## config.mk

```make
export PLATFORM = sky130hd
export DESIGN_NAME = dsp_minload_multload_datapath
export DESIGN_NICKNAME = d
export VERILOG_FILES = /design/src/shared/dsp_dp_pkg.sv /design/src/rtl/min_compare_unit.sv /design/src/rtl/dsp_minload_multload_datapath.sv
export VERILOG_INCLUDE_DIRS = /design/src /design/src/shared
export SDC_FILE = /design/constraint.sdc
export NUM_CORES = 2
export LEC_CHECK = 0
export ABC_CLOCK_PERIOD_IN_PS = 22600
export BUFFER_PORTS_ARGS = -buffer_cell sky130_fd_sc_hd__buf_2
export CAP_MARGIN = 20
export CELL_PAD_IN_SITES_DETAIL_PLACEMENT = 0
export CELL_PAD_IN_SITES_GLOBAL_PLACEMENT = 2
export CORE_ASPECT_RATIO = 1.25
export CORE_MARGIN = 2
export CORE_UTILIZATION = 40
export DETAILED_ROUTE_END_ITERATION = 8
export PLACE_DENSITY = 0.82
export SLEW_MARGIN = 20
export SYNTH_ARGS = -nofsm -noshare
export SYNTH_HDL_FRONTEND = slang
export SYNTH_SLANG_ARGS = --single-unit
```

## constraint.sdc

```tcl
create_clock -name core_clk -period 22.6 [get_ports core_clk]
set_input_delay 2.26 -clock core_clk [delete_from_list [all_inputs] [get_ports core_clk]]
set_output_delay 2.26 -clock core_clk [all_outputs]
set_load 0.05 [all_outputs]
```

## src/shared/dsp_dp_map.svh

```systemverilog
// Offsets, reset values and widths of the min-load / multiply-load datapath.
// Assumes a 32-bit APB slave with byte addresses on an 8-bit paddr.
`ifndef DSP_DP_MAP_SVH
`define DSP_DP_MAP_SVH
// Datapath widths
`define ACC_W 24
`define MA_W 52
`define P_W 48
`define GUARD_LSB 47
// Register byte offsets (accumulators and X/Y take four words each)
`define OFS_ACC0 8'h00
`define OFS_XY0 8'h10
`define OFS_RP0 8'h20
`define OFS_MA0_LO 8'h30
`define OFS_MA0_HI 8'h34
`define OFS_MA1_LO 8'h38
`define OFS_MA1_HI 8'h3c
`define OFS_P_LO 8'h40
`define OFS_P_HI 8'h44
`define OFS_FLAGS 8'h48
`define OFS_CTRL 8'h4c
`define OFS_COUNT 8'h50
// Field positions
`define CTRL_EN_BIT 0
`define FLAGS_W 7
// Reset values
`define RST_ACC 24'h000000
`define RST_CTRL_EN 1'b1
`define RST_FLAGS 7'h00
`endif

```

## src/shared/dsp_dp_pkg.sv

```systemverilog
// Types shared by the datapath and its compare unit.
// Assumes the constant header is on the include path.
`include "dsp_dp_map.svh"
package dsp_dp_pkg;
  // Instruction families, one-hot
  typedef enum logic [3:0]
  {
    OP_MIN_REG = 4'b0001,
    OP_MIN_PLOAD = 4'b0010,
    OP_MLD = 4'b0100,
    OP_MLD_PMOVE = 4'b1000
  } op_t;
  // Parallel-move sources of the multiply-load
  typedef enum logic [1:0]
  {
    PM_MEM = 2'h0,
    PM_HIGH_HALF = 2'h1,
    PM_HIGH_HALF_SHIFT_RIGHT = 2'h2,
    PM_HIGH_HALF_SHIFT_LEFT = 2'h3
  } pm_src_t;
  // One issued instruction word, decoded by the host
  typedef struct packed {
    op_t op;
    logic dest_accumulator;
    logic use_companion;
    logic source_accumulator;
    logic [1:0] active_memory_pointer;
    logic [3:0] ptr_step;
    logic target_mult_accumulator;
    logic x_operand_reg;
    logic y_operand_reg;
    pm_src_t pm_src;
    logic [2:0] pm_dest;
    logic [`ACC_W-1:0] mem_data;
  } instr_t;
  // Condition flags, carry in bit 0
  typedef struct packed {
    logic sticky_guard_overflow;
    logic guard_overflow_flag_second;
    logic guard_overflow_flag_first;
    logic n;
    logic v;
    logic z;
    logic c;
  } flags_t;
  // Compare unit answer
  typedef struct packed {
    logic le;
    logic c;
    logic z;
    logic v;
    logic n;
  } cmp_res_t;
endpackage

```

## src/rtl/min_compare_unit.sv

```systemverilog
// Signed 24-bit compare for the conditional minimum load.
// Purely combinational; the caller registers the result.
`timescale 1ns/1ps
`default_nettype none
`include "dsp_dp_map.svh"
module min_compare_unit
  import dsp_dp_pkg::*;
(
  // Operands
  input wire logic [`ACC_W-1:0] operand,
  input wire logic [`ACC_W-1:0] acc,
  // Result
  output cmp_res_t res
);
  // Operand minus accumulator, carry out in the top bit
  wire logic [`ACC_W:0] diff;
  wire logic ovf;
  assign diff = {1'b0, operand} + {1'b0, ~acc} + {{`ACC_W{1'b0}}, 1'b1};
  // Overflow when signs differ and result sign leaves the operand's
  assign ovf = (operand[`ACC_W-1] ^ acc[`ACC_W-1]) & (diff[`ACC_W-1] ^ operand[`ACC_W-1]);
  assign res.c = diff[`ACC_W];
  assign res.z = (diff[`ACC_W-1:0] == `RST_ACC);
  assign res.v = ovf;
  assign res.n = ovf ^ diff[`ACC_W-1];
  // True sign of the difference is n; so operand <= acc is n or z
  assign res.le = res.n | res.z;
endmodule // min_compare_unit
`default_nettype wire

```

## src/rtl/dsp_minload_multload_datapath.sv

```systemverilog
// Conditional minimum load and multiply-load datapath slice with APB register access.
// Assumes instructions arrive decoded from logic on core_clk and memory data rides with them.
`timescale 1ns/1ps
`default_nettype none
`include "dsp_dp_map.svh"
module dsp_minload_multload_datapath
  import dsp_dp_pkg::*;
#(
  parameter int PTR_W = 16
)
(
  // Clock and reset
  input wire logic core_clk,
  input wire logic rst,
  // APB slave
  input wire logic psel,
  input wire logic penable,
  input wire logic pwrite,
  input wire logic [7:0] paddr,
  input wire logic [31:0] pwdata,
  output logic [31:0] prdata,
  output logic pready,
  output logic pslverr,
  // Instruction issue from the host core
  input wire logic instr_valid,
  input wire instr_t instr,
  // Status
  output logic instr_done,
  output flags_t flags
);
  // Register word is mapped
  function automatic logic is_mapped(input logic [7:0] a);
    is_mapped = (a[1:0] == 2'h0) && (a <= `OFS_COUNT);
  endfunction
  // Guard bits disagree with the sign bit below them
  function automatic logic guard_ovf(input logic [`MA_W-1:0] m);
    guard_ovf = ~((&m[`MA_W-1:`GUARD_LSB]) | ~(|m[`MA_W-1:`GUARD_LSB]));
  endfunction
  // Architectural state
  logic [`ACC_W-1:0] acc_r [0:3];
  logic [`ACC_W-1:0] acc_nxt [0:3];
  logic [`ACC_W-1:0] xy_r [0:3];
  logic [`ACC_W-1:0] xy_nxt [0:3];
  logic [PTR_W-1:0] rp_r [0:3];
  logic [PTR_W-1:0] rp_nxt [0:3];
  logic [`MA_W-1:0] ma_r [0:1];
  logic [`MA_W-1:0] ma_nxt [0:1];
  logic [`P_W-1:0] p_r;
  logic [`P_W-1:0] p_nxt;
  flags_t flags_r;
  flags_t flags_nxt;
  logic en_r;
  logic en_nxt;
  logic [31:0] count_r;
  logic [31:0] count_nxt;
  // Bus phase decode
  wire logic setup_ph;
  wire logic wr_go;
  wire logic wmap;
  assign setup_ph = psel & ~penable;
  assign wmap = is_mapped(paddr);
  // Write takes effect only at the access edge that sees pready
  assign wr_go = psel & penable & pready & pwrite & wmap;
  // Instruction decode
  wire logic go;
  wire logic is_min;
  wire logic is_pload;
  wire logic is_mld;
  wire logic is_pmove;
  assign go = instr_valid & en_r;
  assign is_min = go & ((instr.op == OP_MIN_REG) | (instr.op == OP_MIN_PLOAD));
  assign is_pload = go & (instr.op == OP_MIN_PLOAD);
  assign is_mld = go & ((instr.op == OP_MLD) | (instr.op == OP_MLD_PMOVE));
  assign is_pmove = go & (instr.op == OP_MLD_PMOVE);
  // Accumulator indices: A=0, B=1, C=2, D=3
  wire logic [1:0] dst_idx;
  wire logic [1:0] src_idx;
  wire logic [1:0] comp_idx;
  assign dst_idx = {1'b0, instr.dest_accumulator};
  assign src_idx = {1'b1, instr.source_accumulator};
  assign comp_idx = {1'b0, ~instr.dest_accumulator};
  wire logic [`ACC_W-1:0] min_operand;
  assign min_operand = ((instr.op == OP_MIN_REG) && instr.use_companion) ? acc_r[comp_idx] : acc_r[src_idx];
  // Compare and flags of the minimum load
  cmp_res_t cmp;
  min_compare_unit u_cmp
  (
    .operand (min_operand),
    .acc (acc_r[dst_idx]),
    .res (cmp)
  );
  // Pointer post-modify for the memory access of this word
  wire logic [1:0] ptr;
  wire logic [PTR_W-1:0] ptr_next;
  assign ptr = instr.active_memory_pointer;
  assign ptr_next = rp_r[ptr] + {{(PTR_W-4){instr.ptr_step[3]}}, instr.ptr_step};
  // Multiplier operands and product
  wire logic [`ACC_W-1:0] x_op;
  wire logic [`ACC_W-1:0] y_op;
  wire logic [`P_W-1:0] product;
  assign x_op = xy_r[{1'b0, instr.x_operand_reg}];
  assign y_op = xy_r[{1'b1, instr.y_operand_reg}];
  assign product = $signed(x_op) * $signed(y_op);
  // Value moved into the multiplier accumulator, with one spare bit
  wire logic [`MA_W:0] ma_load;
  wire logic tgt;
  wire logic vm_new;
  wire logic mv_set;
  assign tgt = instr.target_mult_accumulator;
  // old product sign-extended to accumulator width
  assign ma_load = {{(`MA_W-`P_W+1){p_r[`P_W-1]}}, p_r};
  assign vm_new = guard_ovf(ma_load[`MA_W-1:0]);
  assign mv_set = ma_load[`MA_W] ^ ma_load[`MA_W-1];
  // Parallel-move source: memory or the other multiplier accumulator
  wire logic [`MA_W-1:0] ma_oth;
  wire logic [`ACC_W-1:0] pm_val;
  wire logic pm_ovf;
  wire logic pm_dst_acc;
  assign ma_oth = ma_r[~tgt];
  assign pm_dst_acc = ~instr.pm_dest[2];
  // memory or high half; shift it by one
  assign pm_val = (instr.pm_src == PM_MEM) ? instr.mem_data :
                  (instr.pm_src == PM_HIGH_HALF) ? ma_oth[47:24] :
                  (instr.pm_src == PM_HIGH_HALF_SHIFT_RIGHT) ? {ma_oth[47], ma_oth[47:25]} :
                  {ma_oth[46:24], 1'b0};
  // load overflow when the value does not fit 24 bits
  assign pm_ovf = (instr.pm_src == PM_MEM) ? 1'b0 :
                  (instr.pm_src == PM_HIGH_HALF_SHIFT_LEFT) ? (guard_ovf(ma_oth) | (ma_oth[47] ^ ma_oth[46])) :
                  guard_ovf(ma_oth);
  // Next state: bus write first, instruction on top so hardware wins
  always_comb
  begin
    for (int i = 0; i < 4; i++)
    begin
      acc_nxt[i] = acc_r[i];
      xy_nxt[i] = xy_r[i];
      rp_nxt[i] = rp_r[i];
    end
    for (int j = 0; j < 2; j++)
    begin
      ma_nxt[j] = ma_r[j];
    end
    p_nxt = p_r;
    flags_nxt = flags_r;
    en_nxt = en_r;
    count_nxt = count_r;
    // Software preset of state
    if (wr_go)
    begin
      for (int i = 0; i < 4; i++)
      begin
        if (paddr == (`OFS_ACC0 + 8'(4 * i)))
        begin
          acc_nxt[i] = pwdata[`ACC_W-1:0];
        end
        if (paddr == (`OFS_XY0 + 8'(4 * i)))
        begin
          xy_nxt[i] = pwdata[`ACC_W-1:0];
        end
        if (paddr == (`OFS_RP0 + 8'(4 * i)))
        begin
          rp_nxt[i] = pwdata[PTR_W-1:0];
        end
      end
      case (paddr)
        `OFS_MA0_LO: ma_nxt[0][31:0] = pwdata;
        `OFS_MA0_HI: ma_nxt[0][`MA_W-1:32] = pwdata[`MA_W-33:0];
        `OFS_MA1_LO: ma_nxt[1][31:0] = pwdata;
        `OFS_MA1_HI: ma_nxt[1][`MA_W-1:32] = pwdata[`MA_W-33:0];
        `OFS_P_LO: p_nxt[31:0] = pwdata;
        `OFS_P_HI: p_nxt[`P_W-1:32] = pwdata[`P_W-33:0];
        `OFS_FLAGS: flags_nxt = flags_t'(pwdata[`FLAGS_W-1:0]);
        `OFS_CTRL: en_nxt = pwdata[`CTRL_EN_BIT];
        `OFS_COUNT: count_nxt = pwdata;
        default: ;
      endcase
    end
    // Minimum load
    if (is_min)
    begin
      flags_nxt.c = cmp.c;
      flags_nxt.z = cmp.z;
      flags_nxt.v = cmp.v;
      flags_nxt.n = cmp.n;
      // source refilled from memory, pointer stepped
      if (is_pload)
      begin
        acc_nxt[src_idx] = instr.mem_data;
        rp_nxt[ptr] = ptr_next;
      end
      // load only when operand is not above
      if (cmp.le)
      begin
        acc_nxt[dst_idx] = min_operand;
        rp_nxt[3] = rp_r[ptr];
      end
    end
    // Multiply-load
    if (is_mld)
    begin
      ma_nxt[tgt] = ma_load[`MA_W-1:0];
      // new product replaces the old one
      p_nxt = product;
      if (tgt)
      begin
        flags_nxt.guard_overflow_flag_second = vm_new;
      end
      else
      begin
        flags_nxt.guard_overflow_flag_first = vm_new;
      end
      if (mv_set)
      begin
        flags_nxt.sticky_guard_overflow = 1'b1;
      end
    end
    // Parallel move of the multiply-load
    if (is_pmove)
    begin
      if (instr.pm_src == PM_MEM)
      begin
        rp_nxt[ptr] = ptr_next;
      end
      if (pm_dst_acc)
      begin
        acc_nxt[instr.pm_dest[1:0]] = pm_val;
        flags_nxt.z = (pm_val == `RST_ACC);
        flags_nxt.v = pm_ovf;
        flags_nxt.n = pm_val[`ACC_W-1];
      end
      else
      begin
        xy_nxt[instr.pm_dest[1:0]] = pm_val;
      end
    end
    // Executed instruction count
    if (go)
    begin
      count_nxt = count_r + 32'h00000001;
    end
  end
  // Read mux for the setup cycle
  logic [31:0] rd_word;
  always_comb
  begin
    rd_word = 32'h00000000;
    case (paddr)
      `OFS_ACC0: rd_word = {8'h00, acc_r[0]};
      8'h04: rd_word = {8'h00, acc_r[1]};
      8'h08: rd_word = {8'h00, acc_r[2]};
      8'h0c: rd_word = {8'h00, acc_r[3]};
      `OFS_XY0: rd_word = {8'h00, xy_r[0]};
      8'h14: rd_word = {8'h00, xy_r[1]};
      8'h18: rd_word = {8'h00, xy_r[2]};
      8'h1c: rd_word = {8'h00, xy_r[3]};
      `OFS_RP0: rd_word = 32'(rp_r[0]);
      8'h24: rd_word = 32'(rp_r[1]);
      8'h28: rd_word = 32'(rp_r[2]);
      8'h2c: rd_word = 32'(rp_r[3]);
      `OFS_MA0_LO: rd_word = ma_r[0][31:0];
      `OFS_MA0_HI: rd_word = {12'h000, ma_r[0][`MA_W-1:32]};
      `OFS_MA1_LO: rd_word = ma_r[1][31:0];
      `OFS_MA1_HI: rd_word = {12'h000, ma_r[1][`MA_W-1:32]};
      `OFS_P_LO: rd_word = p_r[31:0];
      `OFS_P_HI: rd_word = {16'h0000, p_r[`P_W-1:32]};
      `OFS_FLAGS: rd_word = {25'h0000000, flags_r};
      `OFS_CTRL: rd_word = {31'h00000000, en_r};
      `OFS_COUNT: rd_word = count_r;
      default: rd_word = 32'h00000000;
    endcase
  end
  // every update of one word lands on one edge
  always_ff @(posedge core_clk or posedge rst)
  begin
    if (rst)
    begin
      for (int i = 0; i < 4; i++)
      begin
        acc_r[i] <= `RST_ACC;
        xy_r[i] <= `RST_ACC;
        rp_r[i] <= '0;
      end
      ma_r[0] <= '0;
      ma_r[1] <= '0;
      p_r <= '0;
      flags_r <= flags_t'(`RST_FLAGS);
      en_r <= `RST_CTRL_EN;
      count_r <= 32'h00000000;
    end
    else
    begin
      for (int i = 0; i < 4; i++)
      begin
        acc_r[i] <= acc_nxt[i];
        xy_r[i] <= xy_nxt[i];
        rp_r[i] <= rp_nxt[i];
      end
      ma_r[0] <= ma_nxt[0];
      ma_r[1] <= ma_nxt[1];
      p_r <= p_nxt;
      flags_r <= flags_nxt;
      en_r <= en_nxt;
      count_r <= count_nxt;
    end
  end

  // Bus answer prepared in setup, shown during the access phase; the outputs are the flops
  always_ff @(posedge core_clk or posedge rst)
  begin
    if (rst)
    begin
      prdata <= 32'h00000000;
      pready <= 1'b0;
      pslverr <= 1'b0;
      instr_done <= 1'b0;
    end
    else
    begin
      pready <= setup_ph;
      pslverr <= setup_ph & ~wmap;
      // Unmapped and write cycles read as zero
      prdata <= (setup_ph & ~pwrite) ? rd_word : 32'h00000000;
      // Completion pulse, one cycle after each executed word
      instr_done <= go;
    end
  end
  // Flag word straight from its flop
  assign flags = flags_r;
endmodule // dsp_minload_multload_datapath
`default_nettype wire

```

==> results.cfg <==
[yosys]
synth_edf_count = 0
seq_area_frac_synth_pct = 23.3
synthCells = 5816
synth_top_cell_area_share_pct = 23.6
synth_fp_nets = 6691
ys_types = 90
ys.flop_type = dfrtp_1
syn_area_um2 = 51800
ys_top_cells_by_area = fa_1, dfrtp_1, mux2i_1, nand2_1, inv_1
ys_seq_elements = 483
syn_avg_cell_area_um2 = 8.90
ys_warn_count = 0
synthArstFlopShare_pct = 100
yosys.area.top_type = fa_1

[drt]
vias = 45994
final_antenna_net_count = 0
drt-initial-drc-count = 4885
post_drt_wl_per_cell_um = 31.4
drt-total-wl_mm = 235
via_per_inst = 6.15
drc = 0
firstDrtPassIters = 7

[pwr]
ir_drop_mv = 0.0551
leakage_nw = 28.3
p_per_area_nw_per_um2 = 35.0

[die]
dieArea_um2 = 132000
io_pins = 133
core-area_um2 = 128000
start_util_pct = 40.3
row_count = 147
die_w_um = 326
chipHeight_um = 406

[timing]
worst_slack_ns = 12.46
finalMaxSlewViolations = 0
rsz0062_at_grt = no
tns_ns = 0
period_share_pct = 44.9
post-route-min-period_ns = 10.14
final_hold_viol_count = 0
maxSlewHeadroom_pct = 14.4
worst_pin_slew_ns = 1.27
max_freq_mhz = 98.6
setup_viol = 0
finClkSkew_ns = 0.0336
hold_slack_ns = 0.548

[placement]
port_buffers = 132
place_congestion = 1.01
place_hpwl_mm = 179
pre_cts_slack_ns = 11.52

[clock_tree]
htreeDepth = 2
clk_pin_slew_worst_paths_ns = 0.06
cts_setup_buffers = 0
clkLatencyLatePin_ns = 0.66
cts_resized = 0
cts_tree = yes
hold_buffers = 0
cts.sinks = 483
cts_buffers = 53
clk_path_buf_depth = 3
clockRootBuffer = clkbuf_16

[worst_setup_path]
start_kind = input port
cpMaxStageDelayCell = mux2i_2
worstSetupPathType = in -> reg
timing.rr.end = p_r[45]
crit_top_cell = fa_1
cp.arrival_ns = 10.72
cp_max_fo = 37
slowest_delay_ns = 0.96
r2r_slack_ns = 14.35
required_ns = 23.18
reg2reg_depth = 24
cp-end-kind = flop
crit_buf_inv = 6
timing.rr.start = xy_r[95]
crit_family = adder cells

[global_route]
antenna_found_initial = 9
grt_overflow = 0
first_global_vias = 45390
grt_pass1_wl_mm = 335
grt.total_usage_pct = 35.3
grt_max_degree = 85

[hold_path]
min-delay-start = p_r[28]
worstHoldEndpoint = ma_r[80]
hold_class = reg -> reg
hold_path_depth = 2

[final_layout]
area_growth_syn_to_layout_pct = 8.08
drive_gt1_share_pct = 9.58
fin_nets = 6598
fill_cells = 12946

[flow_run]
max-cap-violations = 0

[outcome]
status = finished, final reports clean
-- final cells by class --
type                            instances  area (um2)  area share (%)
Antenna cell                            7        17.5          0.0313
Clock buffer                           74        1530            2.73
Clock inverter                         21         226           0.405
Inverter                              635        2390            4.27
Multi-Input combinational cell       4291       36000            64.3
Sequential cell                       483       12100            21.6
Tap cell                             1713        2140            3.83
Timing Repair Buffer                  259        1610            2.88
-- worst register-to-register path: stages, from the launching register on --
cell and delay, ns:
dfrtp_1 0.60, mux2i_1 0.26, buf_4 0.25, or2_2 0.32, inv_1 0.14, fa_1 0.56
fa_1 0.70, inv_1 0.21, fa_1 0.77, inv_1 0.27, fa_1 0.52, fa_1 0.56
fa_1 0.43, fa_1 0.44, ha_1 0.38, a21o_1 0.20, a21o_1 0.17, a21o_1 0.19
a21boi_0 0.23, o21ai_0 0.13, o221ai_1 0.25, nand2b_1 0.12, a21oi_1 0.18, xor2_1 0.17
o21ai_0 0.09
-- metrics by stage --
| stage | cells | util, % | power [mW] | instance area [um2] |
|---|---|---|---|---|
| final | 7483 | 43.6 | 1.96 | 56000 |
| after global placement | 7374 | 42.2 | 1.05 | 54100 |
| after global routing | 7479 | 43.6 | 2.00 | 56000 |
| after detailed placement | 7376 | 42.2 | 1.05 | 54100 |
| after floorplan | 5816 | - | 0.979 | 51800 |
| after CTS | 7471 | 43.5 | 1.96 | 55900 |
-- metal layers --
layer  global-route usage [%]  vias up  share of wire, %  wire length, um
met3                     5.57      736               7.2            16800
li1                         -    19400                 -                -
met1                     41.0    23577                36            84300
met4                     30.2        4                11            24900
met2                     57.2     2277                46           109000
met5                        0        -            0.0098               23
-- cells by family after synthesis --
family / share of synthesized area (%)
mux: 11.0
simple gates: 14.1
flops: 23.3
compound gates: 14.9
xor+xnor: 1.15
buf+inv: 7.74
fa+ha+maj: 27.8
-- sequential cells by signal (all words and copies together) (netlist names), 7 cells and up --
| signal | flops |
|---|---|
| prdata | 32 |
| count_r | 32 |
| rp_r | 64 |
| xy_r | 96 |
| acc_r | 96 |
| ma_r | 104 |
| flags | 7 |
| p_r | 48 |
-- Yosys cell counts (76+ instances only) --
| library cell | count |
|---|---|
| nand2_1 | 683 |
| inv_1 | 634 |
| nor2_1 | 615 |
| fa_1 | 610 |
| dfrtp_1 | 482 |
| mux2i_1 | 450 |
| a21oi_1 | 354 |
| clkbuf_1 | 345 |
| o21ai_0 | 313 |
| ha_1 | 174 |
| nand3_1 | 118 |
| a22oi_1 | 94 |
| a211oi_1 | 76 |
-- placed cells by master (no fill, tap or decap), types with 11 or more instances in the layout --
cell type	count
nand2b_1	50
a211oi_1	76
and3_1	49
a21o_1	34
a31oi_1	23
ha_1	174
a222oi_1	44
nand4_1	28
a311oi_1	47
inv_1	633
xnor2_1	52
mux2_2	72
buf_4	123
o21a_1	12
nor3_1	27
clkinv_2	12
nand3_1	117
nor2b_1	31
a221oi_1	44
a22oi_1	94
mux4_2	16
mux2i_2	17
o31ai_1	11
mux2i_1	433
a31o_2	21
dfrtp_1	482
nor2_1	599
o21ai_0	313
a21oi_1	352
fa_1	610
and2_1	16
buf_2	132
o21bai_1	11
nand2_1	675
xor2_1	16
nor4_1	19
a22o_1	33
clkbuf_16	54
-- worst max path at each step --
stage / start / end / slack, ns / cells after the start
finish: instr[29] / p_r[29] / 12.46 / 25
global route: instr[30] / p_r[45] / 12.09 / 26
CTS: instr[30] / p_r[45] / 12.19 / 25
detailed placement: instr[30] / p_r[45] / 11.52 / 25
global placement: instr[30] / p_r[45] / 11.56 / 25
floorplan: rst / acc_r[0] / 6.86 / 1
-- power by group --
group          total, mW  internal (mW)  switching [mW]
Combinational      0.169         0.0424           0.127
Sequential         0.866          0.865         0.00126
Clock              0.924          0.507           0.417
Total               1.96           1.41           0.545
Power figures use the tool's default switching activity.
